--- config.mk ---
export PLATFORM = sky130hd
export DESIGN_NAME = tmrc_top
export DESIGN_NICKNAME = d
export VERILOG_FILES = /design/src/logic/tmrc_pkg.sv /design/src/logic/tmrc_sync.sv /design/src/logic/tmrc_top.sv
export SDC_FILE = /design/constraint.sdc
export NUM_CORES = 1
export LEC_CHECK = 0
export BUFFER_PORTS_ARGS = -buffer_cell sky130_fd_sc_hd__buf_2
export CAP_MARGIN = 20
export CORE_MARGIN = 4
export CORE_UTILIZATION = 55
export CTS_CLUSTER_DIAMETER = 200
export DETAILED_ROUTE_END_ITERATION = 8
export PLACE_DENSITY = 0.79
export SETUP_SLACK_MARGIN = 0.3
export SYNTH_ARGS = -nofsm -noshare
export SYNTH_HDL_FRONTEND = slang
export SYNTH_HIERARCHICAL = 1
export SYNTH_SLANG_ARGS = --single-unit
--- constraint.sdc ---
create_clock -name mclk -period 6.42 [get_ports mclk]
set_clock_uncertainty 0.05 [all_clocks]
set_input_delay 0.321 -clock mclk [delete_from_list [all_inputs] [get_ports mclk]]
set_output_delay 0.321 -clock mclk [all_outputs]
set_load 0.01 [all_outputs]
--- src/logic/tmrc_pkg.sv ---
// package of constants for the timer/counter with prescaler
package tmrc_pkg;
  localparam int          CNT_W        = 8;
  localparam int          PS_W         = 8;
  localparam int          SEL_W        = 3;
  localparam int          OPT_CS_BIT   = 5;
  localparam int          OPT_SE_BIT   = 4;
  localparam int          OPT_PSA_BIT  = 3;
  localparam int          INTC_IF_BIT  = 2;
  localparam int          INTC_IE_BIT  = 5;
  localparam logic [7:0]  CNT_RST      = 8'h00;
  localparam logic [7:0]  CNT_MAX      = 8'hFF;
  localparam logic [7:0]  PS_RST       = 8'h00;
  localparam logic [7:0]  OPT_RST      = 8'hFF;
  localparam logic [1:0]  INHIBIT_CYC  = 2'h2;
  localparam logic [1:0]  INHIBIT_ZERO = 2'h0;
  typedef enum logic [2:0] {
    TMRC_RUN  = 3'h1,
    TMRC_INH1 = 3'h2,
    TMRC_INH2 = 3'h4
  } tmrc_state_t;
endpackage

--- src/logic/tmrc_sync.sv ---
// two-flop synchroniser with edge pulses for the external clock pin
`timescale 1ns/1ps
module tmrc_sync (
  input  wire logic mclk,
  input  wire logic rst_b,
  input  wire logic din,
  output logic      rise,
  output logic      fall
);
  logic meta_reg;
  logic sync_reg;
  logic last_reg;

  always_ff @(posedge mclk or negedge rst_b) begin
    if (!rst_b) begin
      meta_reg <= 1'b0;
      sync_reg <= 1'b0;
      last_reg <= 1'b0;
    end else begin
      meta_reg <= din;
      sync_reg <= meta_reg;
      last_reg <= sync_reg;
    end
  end

  assign rise = sync_reg & ~last_reg;
  assign fall = ~sync_reg & last_reg;
endmodule

--- src/logic/tmrc_top.sv ---
// timer/counter with shared prescaler, overflow flag and interrupt request
// Notes on behaviour
// - eight-bit count register, readable and writable by software
// - source select clear: count every instruction cycle without prescaler
// - after a software write, incrementing is held off two cycles
// - source select set: count chosen edge of external clock pin
// - edge select clear means rising edge, set means falling edge
// - prescaler goes to counter when assign bit clear, else watchdog
// - prescaler count is never visible or writable by software
// - prescaler divides by 2 to 256 in powers of two
// - rollover from FFh to 00h sets the overflow flag
// - interrupt request only while overflow enable is set
// - counter stops in sleep, so no rollover raises the flag or interrupt then
`timescale 1ns/1ps
module tmrc_top (
  input  wire logic       mclk,
  input  wire logic       rst_b,
  input  wire logic       external_clock_input_pin,
  input  wire logic       clock_source_select,
  input  wire logic       source_edge_select,
  input  wire logic       prescaler_assign,
  input  wire logic [2:0] ps_rate,
  input  wire logic       overflow_irq_enable,
  input  wire logic       sleep,
  input  wire logic       count_wr,
  input  wire logic [7:0] count_wdata,
  input  wire logic       flag_clr,
  input  wire logic       flag_set,
  output logic      [7:0] count_register,
  output logic            overflow_flag,
  output logic            overflow_irq,
  output logic            wdt_tick
);
  logic                 ext_rise;
  logic                 ext_fall;
  logic                 src_tick;
  logic                 ps_tick;
  logic                 cnt_tick;
  logic [7:0]           ps_reg;
  logic [7:0]           ps_next;
  logic [7:0]           cnt_next;
  logic                 wrap;
  tmrc_pkg::tmrc_state_t state_reg;

  tmrc_sync u_sync (
    .mclk  (mclk),
    .rst_b (rst_b),
    .din   (external_clock_input_pin),
    .rise  (ext_rise),
    .fall  (ext_fall)
  );

  // source pick
  always_comb begin
    if (clock_source_select) begin
      src_tick = source_edge_select ? ext_fall : ext_rise;
    end else begin
      src_tick = 1'b1;
    end
  end

  // prescaler, internal only
  assign ps_next = ps_reg + 8'h01;
  always_comb begin
    ps_tick = src_tick && (ps_next[ps_rate] && !ps_reg[ps_rate]);
  end

  always_ff @(posedge mclk or negedge rst_b) begin
    if (!rst_b) begin
      ps_reg <= tmrc_pkg::PS_RST;
    end else if (count_wr && !prescaler_assign) begin
      ps_reg <= tmrc_pkg::PS_RST;
    end else if (src_tick && !sleep) begin
      ps_reg <= ps_next;
    end
  end

  assign cnt_tick = prescaler_assign ? src_tick : ps_tick;

  // watchdog side of the prescaler
  always_ff @(posedge mclk or negedge rst_b) begin
    if (!rst_b) begin
      wdt_tick <= 1'b0;
    end else begin
      wdt_tick <= prescaler_assign && ps_tick && !sleep;
    end
  end

  // write inhibit sequencer
  always_ff @(posedge mclk or negedge rst_b) begin
    if (!rst_b) begin
      state_reg <= tmrc_pkg::TMRC_RUN;
    end else if (count_wr) begin
      state_reg <= tmrc_pkg::TMRC_INH1;
    end else begin
      case (state_reg)
        tmrc_pkg::TMRC_RUN: begin
          state_reg <= tmrc_pkg::TMRC_RUN;
        end
        tmrc_pkg::TMRC_INH1: begin
          state_reg <= tmrc_pkg::TMRC_INH2;
        end
        tmrc_pkg::TMRC_INH2: begin
          state_reg <= tmrc_pkg::TMRC_RUN;
        end
        default: begin
          state_reg <= tmrc_pkg::TMRC_RUN;
        end
      endcase
    end
  end

  assign cnt_next = count_register + 8'h01;
  assign wrap = cnt_tick && !sleep && !count_wr
                && (state_reg == tmrc_pkg::TMRC_RUN)
                && (count_register == tmrc_pkg::CNT_MAX);

  // count register
  always_ff @(posedge mclk or negedge rst_b) begin
    if (!rst_b) begin
      count_register <= tmrc_pkg::CNT_RST;
    end else if (count_wr) begin
      count_register <= count_wdata;
    end else if (cnt_tick && !sleep && state_reg == tmrc_pkg::TMRC_RUN) begin
      count_register <= cnt_next;
    end
  end

  // overflow flag, set wins over clear
  always_ff @(posedge mclk or negedge rst_b) begin
    if (!rst_b) begin
      overflow_flag <= 1'b0;
    end else if (wrap || flag_set) begin
      overflow_flag <= 1'b1;
    end else if (flag_clr) begin
      overflow_flag <= 1'b0;
    end
  end

  always_ff @(posedge mclk or negedge rst_b) begin
    if (!rst_b) begin
      overflow_irq <= 1'b0;
    end else begin
      overflow_irq <= overflow_irq_enable && (wrap || flag_set
                      || (overflow_flag && !flag_clr));
    end
  end

  // checks
  property p_write_stall;
    @(posedge mclk) disable iff (!rst_b)
    count_wr ##1 !count_wr [*2] |-> $stable(count_register) ##1 $stable(count_register);
  endproperty
  a_write_stall: assert property (p_write_stall) else $error("count moved in stall");

  property p_wrap_sets_flag;
    @(posedge mclk) disable iff (!rst_b)
    wrap |=> overflow_flag && count_register == 8'h00;
  endproperty
  a_wrap_sets_flag: assert property (p_wrap_sets_flag) else $error("wrap lost");

  property p_sleep_hold;
    @(posedge mclk) disable iff (!rst_b)
    sleep && !count_wr |=> $stable(count_register);
  endproperty
  a_sleep_hold: assert property (p_sleep_hold) else $error("counted in sleep");

  property p_irq_mask;
    @(posedge mclk) disable iff (!rst_b)
    !overflow_irq_enable |=> !overflow_irq;
  endproperty
  a_irq_mask: assert property (p_irq_mask) else $error("irq while masked");

  property p_flag_sticky;
    @(posedge mclk) disable iff (!rst_b)
    overflow_flag && !flag_clr |=> overflow_flag;
  endproperty
  a_flag_sticky: assert property (p_flag_sticky) else $error("flag dropped");

  property p_timer_inc;
    @(posedge mclk) disable iff (!rst_b)
    rst_b && !clock_source_select && prescaler_assign && !sleep && !count_wr
    && state_reg == tmrc_pkg::TMRC_RUN
    |=> count_register == $past(count_register) + 8'h01;
  endproperty
  a_timer_inc: assert property (p_timer_inc) else $error("timer missed");

  property p_write_load;
    @(posedge mclk) disable iff (!rst_b)
    count_wr |=> count_register == $past(count_wdata);
  endproperty
  a_write_load: assert property (p_write_load) else $error("write lost");

  property p_ext_needs_edge;
    @(posedge mclk) disable iff (!rst_b)
    clock_source_select && !ext_rise && !ext_fall && !count_wr
    |=> $stable(count_register);
  endproperty
  a_ext_needs_edge: assert property (p_ext_needs_edge) else $error("count w/o edge");

  property p_ps_div2;
    @(posedge mclk) disable iff (!rst_b)
    src_tick |-> ps_tick == (({1'b0, ps_reg} & ((9'h002 << ps_rate) - 9'h001))
                             == (9'h001 << ps_rate) - 9'h001);
  endproperty
  a_ps_div2: assert property (p_ps_div2) else $error("prescale tick bad");

  property p_irq_follows;
    @(posedge mclk) disable iff (!rst_b)
    overflow_irq_enable && overflow_flag && !flag_clr |=> overflow_irq;
  endproperty
  a_irq_follows: assert property (p_irq_follows) else $error("irq not raised");

  property p_inhibit_ends;
    @(posedge mclk) disable iff (!rst_b)
    count_wr ##1 !count_wr [*2] |=> state_reg == tmrc_pkg::TMRC_RUN;
  endproperty
  a_inhibit_ends: assert property (p_inhibit_ends) else $error("stall too long");

  c_wrap: cover property (@(posedge mclk) disable iff (!rst_b) wrap);
  c_irq: cover property (@(posedge mclk) disable iff (!rst_b) overflow_irq);
  c_ext: cover property (@(posedge mclk) disable iff (!rst_b) clock_source_select && ext_fall);
  c_wr: cover property (@(posedge mclk) disable iff (!rst_b) count_wr ##3 !count_wr);
endmodule

==> results of run 1 <==
[logic make-up (layout without fill, tap and decap cells)]
group / count (synthesis) / after routing / synth area share, %
AO/OA/AOI/OAI: 32 / 32 / 17.4
XOR/XNOR: 13 / 13 / 7.98
adder cells (fa/ha/maj): 2 / 2 / 1.75
buffers and inverters: 12 / 44 / 3.86
flip-flops: 25 / 25 / 43.9
multiplexers: 5 / 5 / 4.56
AND/OR/NAND/NOR: 56 / 56 / 20.5
[per-stage QoR]
stage          instance area, um2  power [mW]
3_3_place_gp                 1590       0.253
3_5_place_dp                 1590       0.257
6_report                     1640       0.331
4_1_cts                      1630       0.333
5_1_grt                      1640       0.353
2_1_floorplan                1430       0.232
[cell type report]
cell class,instances,area [um2]
clock buffers,3,22.5
fillers,208,835
repair buffers,34,180
clock inverters,1,8.76
multi-input cells,108,744
well taps,30,37.5
flip-flops and latches,25,627
inverters,6,22.5
[final timing paths]
path,endpoint,slack (ns),start,depth (start not counted)
min,overflow_flag$_DFFE_PN0P_,0.13,flag_set,3
max,count_register[1]$_DFFE_PN0P_,3.78,u_sync/sync_reg$_DFF_PN0_,7
min reg2reg,u_sync/sync_reg$_DFF_PN0_,0.32,u_sync/meta_reg$_DFF_PN0_,0
min in group asynchronous,overflow_irq$_DFF_PN0_,0.44,rst_b,2
max reg2reg,count_register[1]$_DFFE_PN0P_,3.78,u_sync/sync_reg$_DFF_PN0_,7
max in group asynchronous,ps_reg[5]$_DFFE_PN0P_,5.51,rst_b,2
[report_power, final]
group / switching, mW / internal, mW / leakage [nW] / total, mW
clock network: 0.0503 / 0.0254 / 0.0183 / 0.0757
registers: 0.0166 / 0.170 / 0.313 / 0.187
logic: 0.0382 / 0.0299 / 0.382 / 0.0681
total: 0.105 / 0.226 / 0.713 / 0.331
[routing by layer]
layer / routed length [um] / track usage, % / up-vias
li1: - / - / 581
met1: 1260 / 24.4 / 575
met2: 1430 / 31.5 / 37
met3: 155 / 3.07 / 7
met4: 36 / 6.15 / 0
met5: 0 / 0 / -
[cells in the final DEF, fill, tap and decap left out, types with 2 or more instances in the layout]
cell / instances
and3_1: 2
ha_1: 2
buf_2: 32
a2111oi_2: 3
inv_1: 6
o21ai_0: 6
o21ai_1: 3
dlygate4sd3_1: 2
a21oi_1: 5
mux2_2: 2
nand4_1: 3
mux2i_1: 2
nor3b_1: 3
clkbuf_4: 3
nor2_1: 14
nor2b_1: 4
nor3_1: 2
nand3_1: 5
xor2_1: 3
a211oi_1: 4
dfrtp_1: 24
xnor2_1: 10
nand2_1: 15
[critical path, cell delays in order (launching register included)]
cell,delay (ns)
dfrtp_1,0.41
and2b_2,0.21
mux2i_1,0.06
a21oi_1,0.61
nand2_1,0.28
a21oi_1,0.29
mux2_2,0.36
mux2_2,0.25
==> results.json, run 1 <==
{
  "outcome": "completed",
  "initial_core_util_pct": 57.6,
  "critPathMaxFanout": 10,
  "synth_top_area_share_pct": 42.1,
  "fin_crit_ns": 2.64,
  "setup_ws_ns": 3.78,
  "rows": 18,
  "nets": 202,
  "clk-insertion-delay-late_ns": 0.33,
  "wl_mm": 2.89,
  "synth_flop_cell": "dfrtp_1",
  "yosys.area.top_type": "dfrtp_1",
  "end_kind": "flip-flop",
  "synth.area.top_cells": "dfrtp_1, xnor2_1, nand2_1",
  "critical_path_class": "reg -> reg",
  "async_flop_share_pct": 100,
  "hold_viol": 0,
  "routabilityCongestion": 0.887,
  "first_pass_iters": 4,
  "portBuffers": 32,
  "post_cts_buffers": 0,
  "hold_class": "in -> reg",
  "fp.coreArea_mm2": 0.00248,
  "cts_max_level": 1,
  "postRouteAntennaNets": 0,
  "cts-root-buf": "clkbuf_4",
  "grt_use_total_pct": 18.7,
  "cap_viol_max_count": 0,
  "dp_cells": 201,
  "grt_pass1_vias": 1187,
  "yosys.cell_types.count": 45,
  "p_per_area_mw_per_mm2": 201,
  "die_h_um": 58.9,
  "cp.arrival_ns": 2.81,
  "fin_cells": 207,
  "cts_sinks": 25,
  "ctsResizeCount": 0,
  "syn_to_final_growth_pct": 15.2,
  "setup_tns_ns": 0,
  "fin_crit_sh_pct": 41.1,
  "wl_per_cell_um": 13.9,
  "slew_violations": 0,
  "synthesis.area_mm2": 0.00143,
  "dp_hpwl_mm": 2.18,
  "clkTransAtPathRegs_ns": 0.15,
  "relSlewSlack_pct": 50.0,
  "synth_cells": 145,
  "ir_worst_vdd_mv": 0.163,
  "syn_avg_cell_area_um2": 9.84,
  "grt_max_degree": 26,
  "syn-num-nets": 169,
  "num_antenna_cells": 0,
  "ctsHoldBuffers": 1,
  "ios": 33,
  "synth_edf_count": 0,
  "tightest_slew_ns": 0.750,
  "drc": 0,
  "grt_setup_unrepaired": "no",
  "fmax_mhz": 379,
  "required_ns": 6.59,
  "final_core_util_pct": 66.3,
  "yosysMostFrequentCell": "dfrtp_1",
  "crit_path_start_kind": "flip-flop",
  "gr-total-overflow": 0,
  "post_drt_via_cell_ratio": 5.80,
  "grt_pass1_wl_mm": 5.02,
  "drive_gt1_share_pct": 29.4,
  "cts_tree": "built",
  "setup_viol": 0,
  "yosys_register_bits": 25,
  "cts_inserted_buffers": 3,
  "die_width_um": 58.9,
  "dieArea_mm2": 0.00347,
  "antenna_found_initial": 0,
  "drt-initial-drc-count": 60,
  "synth_common_cells": "dfrtp_1, nand2_1, nor2_1, xnor2_1",
  "num_vias": 1200,
  "p_leak_nw": 0.713,
  "ys_warn_count": 6,
  "fin_hold_ws_ns": 0.127,
  "clk_path_buf_depth": 2,
  "ys_seq_area_share_pct": 43.9,
  "place_ws_ns": 3.83
}
Power figures use the tool's default switching activity.
==> run 2: changes to the inputs <==
--- a/config.mk
+++ b/config.mk
@@ -8,10 +8,10 @@
 export BUFFER_PORTS_ARGS = -buffer_cell sky130_fd_sc_hd__buf_2
 export CAP_MARGIN = 20
 export CORE_MARGIN = 4
-export CORE_UTILIZATION = 55
+export CORE_UTILIZATION = 48
 export CTS_CLUSTER_DIAMETER = 200
 export DETAILED_ROUTE_END_ITERATION = 8
-export PLACE_DENSITY = 0.79
+export PLACE_DENSITY = 0.73
 export SETUP_SLACK_MARGIN = 0.3
 export SYNTH_ARGS = -nofsm -noshare
 export SYNTH_HDL_FRONTEND = slang
==> constraint.sdc (replaced) <==
create_clock -name mclk -period 2.2 [get_ports mclk]
set_clock_uncertainty 0.05 [all_clocks]
set_input_delay 0.11 -clock mclk [delete_from_list [all_inputs] [get_ports mclk]]
set_output_delay 0.11 -clock mclk [all_outputs]
set_load 0.01 [all_outputs]
==> run 2 against run 1 <==
Net effect: the flow now finishes with violations (setup timing); worst setup slack got worse by 4.0 ns; fmax increased by 11%; die area increased by 13%; clock power increased to 3.0 times the previous value; cell count increased by 19%; combinational power increased to 4.9 times the previous value; routed wire length increased by 39%; critical path depth unchanged.
==> results.json, run 2 (synthesized netlist as in run 1, its figures left out) <==
{
  "syn_to_final_growth_pct": 50.6,
  "critical_path_class": "reg -> reg",
  "outcome": "complete, but fails checks",
  "post_drt_via_cell_ratio": 5.66,
  "combPwrFrac_pct": 30.2,
  "drt-initial-drc-count": 52,
  "postRouteAntennaNets": 0,
  "end_kind": "flip-flop",
  "cap_viol_max_count": 0,
  "r2r.worst_path.cells": 7,
  "fp.coreArea_mm2": 0.00281,
  "clk_path_buf_depth": 2,
  "portBuffers": 32,
  "die_h_um": 62.5,
  "hold_class": "in -> reg",
  "total_power_mw": 1.11,
  "relSlewSlack_pct": 59.7,
  "wl_mm": 4.01,
  "final_cell_mix": "buf_2, buf_4, dfrtp_1",
  "grt_pass1_vias": 1430,
  "clock_power_share_pct": 20.8,
  "first_pass_iters": 4,
  "grt_use_total_pct": 21.2,
  "required_ns": 2.40,
  "placed_area_mm2": 0.00176,
  "multi_input_area_um2": 910,
  "grt_setup_unrepaired": "yes",
  "hold_viol": 0,
  "slew_violations": 0,
  "gr-total-overflow": 0,
  "drc": 0,
  "ir_worst_vdd_mv": 0.378,
  "cts_inserted_buffers": 3,
  "fin_crit_sh_pct": 108,
  "slowest_delay_ns": 0.57,
  "grt_max_degree": 26,
  "fin_crit_ns": 2.37,
  "routabilityCongestion": 0.848,
  "fin_cells": 246,
  "mostFrequentLayoutCell": "buf_2",
  "crit_path_start_kind": "flip-flop",
  "holdPathStages": 1,
  "clk-insertion-delay-late_ns": 0.34,
  "setup_ws_ns": -0.170,
  "dp_cells": 220,
  "tightest_slew_ns": 0.604,
  "wl_per_cell_um": 16.3,
  "initial_core_util_pct": 50.8,
  "seq_area_um2": 633,
  "cp.arrival_ns": 2.57,
  "place_ws_ns": -0.205,
  "rows": 19,
  "num_antenna_cells": 0,
  "grt_pass1_wl_mm": 6.73,
  "final_area_mm2": 0.00215,
  "final_core_util_pct": 76.6,
  "cts_tree": "built",
  "dieArea_mm2": 0.00391,
  "p_leak_nw": 0.916,
  "ios": 33,
  "sw_frac_of_total_pct": 33.4,
  "nets": 240,
  "dp_hpwl_mm": 2.48,
  "setup_tns_ns": -0.756,
  "setup_viol": 8,
  "crit_chain": "nand4_4, or4b_4, a21oi_4, o21ai_4, a21oi_2, mux2_4, mux2_2",
  "die_width_um": 62.5,
  "fin_hold_ws_ns": 0.00819,
  "cp_slowest_cell": "or4b_4",
  "num_vias": 1392,
  "critPathMaxFanout": 7,
  "clkTransAtPathRegs_ns": 0.15,
  "p_switching_mw": 0.370,
  "seq_power_share_pct": 49.1,
  "cts-root-buf": "clkbuf_4",
  "cts_max_level": 1,
  "violations": "setup timing",
  "p_per_area_mw_per_mm2": 515,
  "fill_cells": 183,
  "cts_sinks": 25,
  "antenna_found_initial": 0,
  "fmax_mhz": 422,
  "power_report.internal_total_mw": 0.738,
  "drive_gt1_share_pct": 46.0
}
-- run 2: power by group through the flow --
stage / registers [mW] / clock network (mW) / logic, mW
after floorplan: 0.548 / 0 / 0.136
after global placement: 0.538 / 0 / 0.241
after detailed placement: 0.542 / 0 / 0.251
after CTS: 0.539 / 0.223 / 0.298
after global routing: 0.551 / 0.252 / 0.365
final: 0.543 / 0.230 / 0.334
-- run 2: worst max-delay path: cells and delay by family (launching register included) --
| family | cells | cell delay [ns] |
|---|---|---|
| simple gates | 2 | 0.68 |
| mux | 2 | 0.56 |
| flops | 1 | 0.49 |
| compound gates | 3 | 0.48 |
-- run 2: final cells by class --
type,count,area share (%)
Inverter,6,1.05
Multi-Input combinational cell,108,42.3
Tap cell,31,1.81
Clock buffer,3,1.05
Timing Repair Buffer,72,23.9
Sequential cell,25,29.5
Clock inverter,1,0.349
-- run 2: timing repair --
action	in CTS	in global routing
pin swaps	11	15
hold endpoints to repair	35	2
gates resized for setup	18	15
setup buffers	5	3
setup endpoints to repair	11	14
hold buffers	12	2
-- run 2: worst paths after layout --
path / startpoint / end / slack [ns]
max in group asynchronous: rst_b / ps_reg[2]$_DFFE_PN0P_ / 1.49
worst min register to register: u_sync/meta_reg$_DFF_PN0_ / u_sync/sync_reg$_DFF_PN0_ / 0.32
min in group asynchronous: rst_b / u_sync/last_reg$_DFF_PN0_ / 0.22
worst min-delay path: count_wr / state_reg[1]$_DFF_PN0_ / 0.008
worst max register to register: ps_reg[3]$_DFFE_PN0P_ / count_register[1]$_DFFE_PN0P_ / -0.17
worst max-delay path: ps_reg[3]$_DFFE_PN0P_ / count_register[1]$_DFFE_PN0P_ / -0.17
-- run 2: metal layers --
layer / GRT usage (%) / vias to the layer above / share of wire, %
li1: - / 654 / -
met1: 27.7 / 684 / 42
met2: 35.6 / 45 / 52
met3: 3.78 / 9 / 4.3
met4: 7.16 / 0 / 2.0
met5: 0 / - / 0
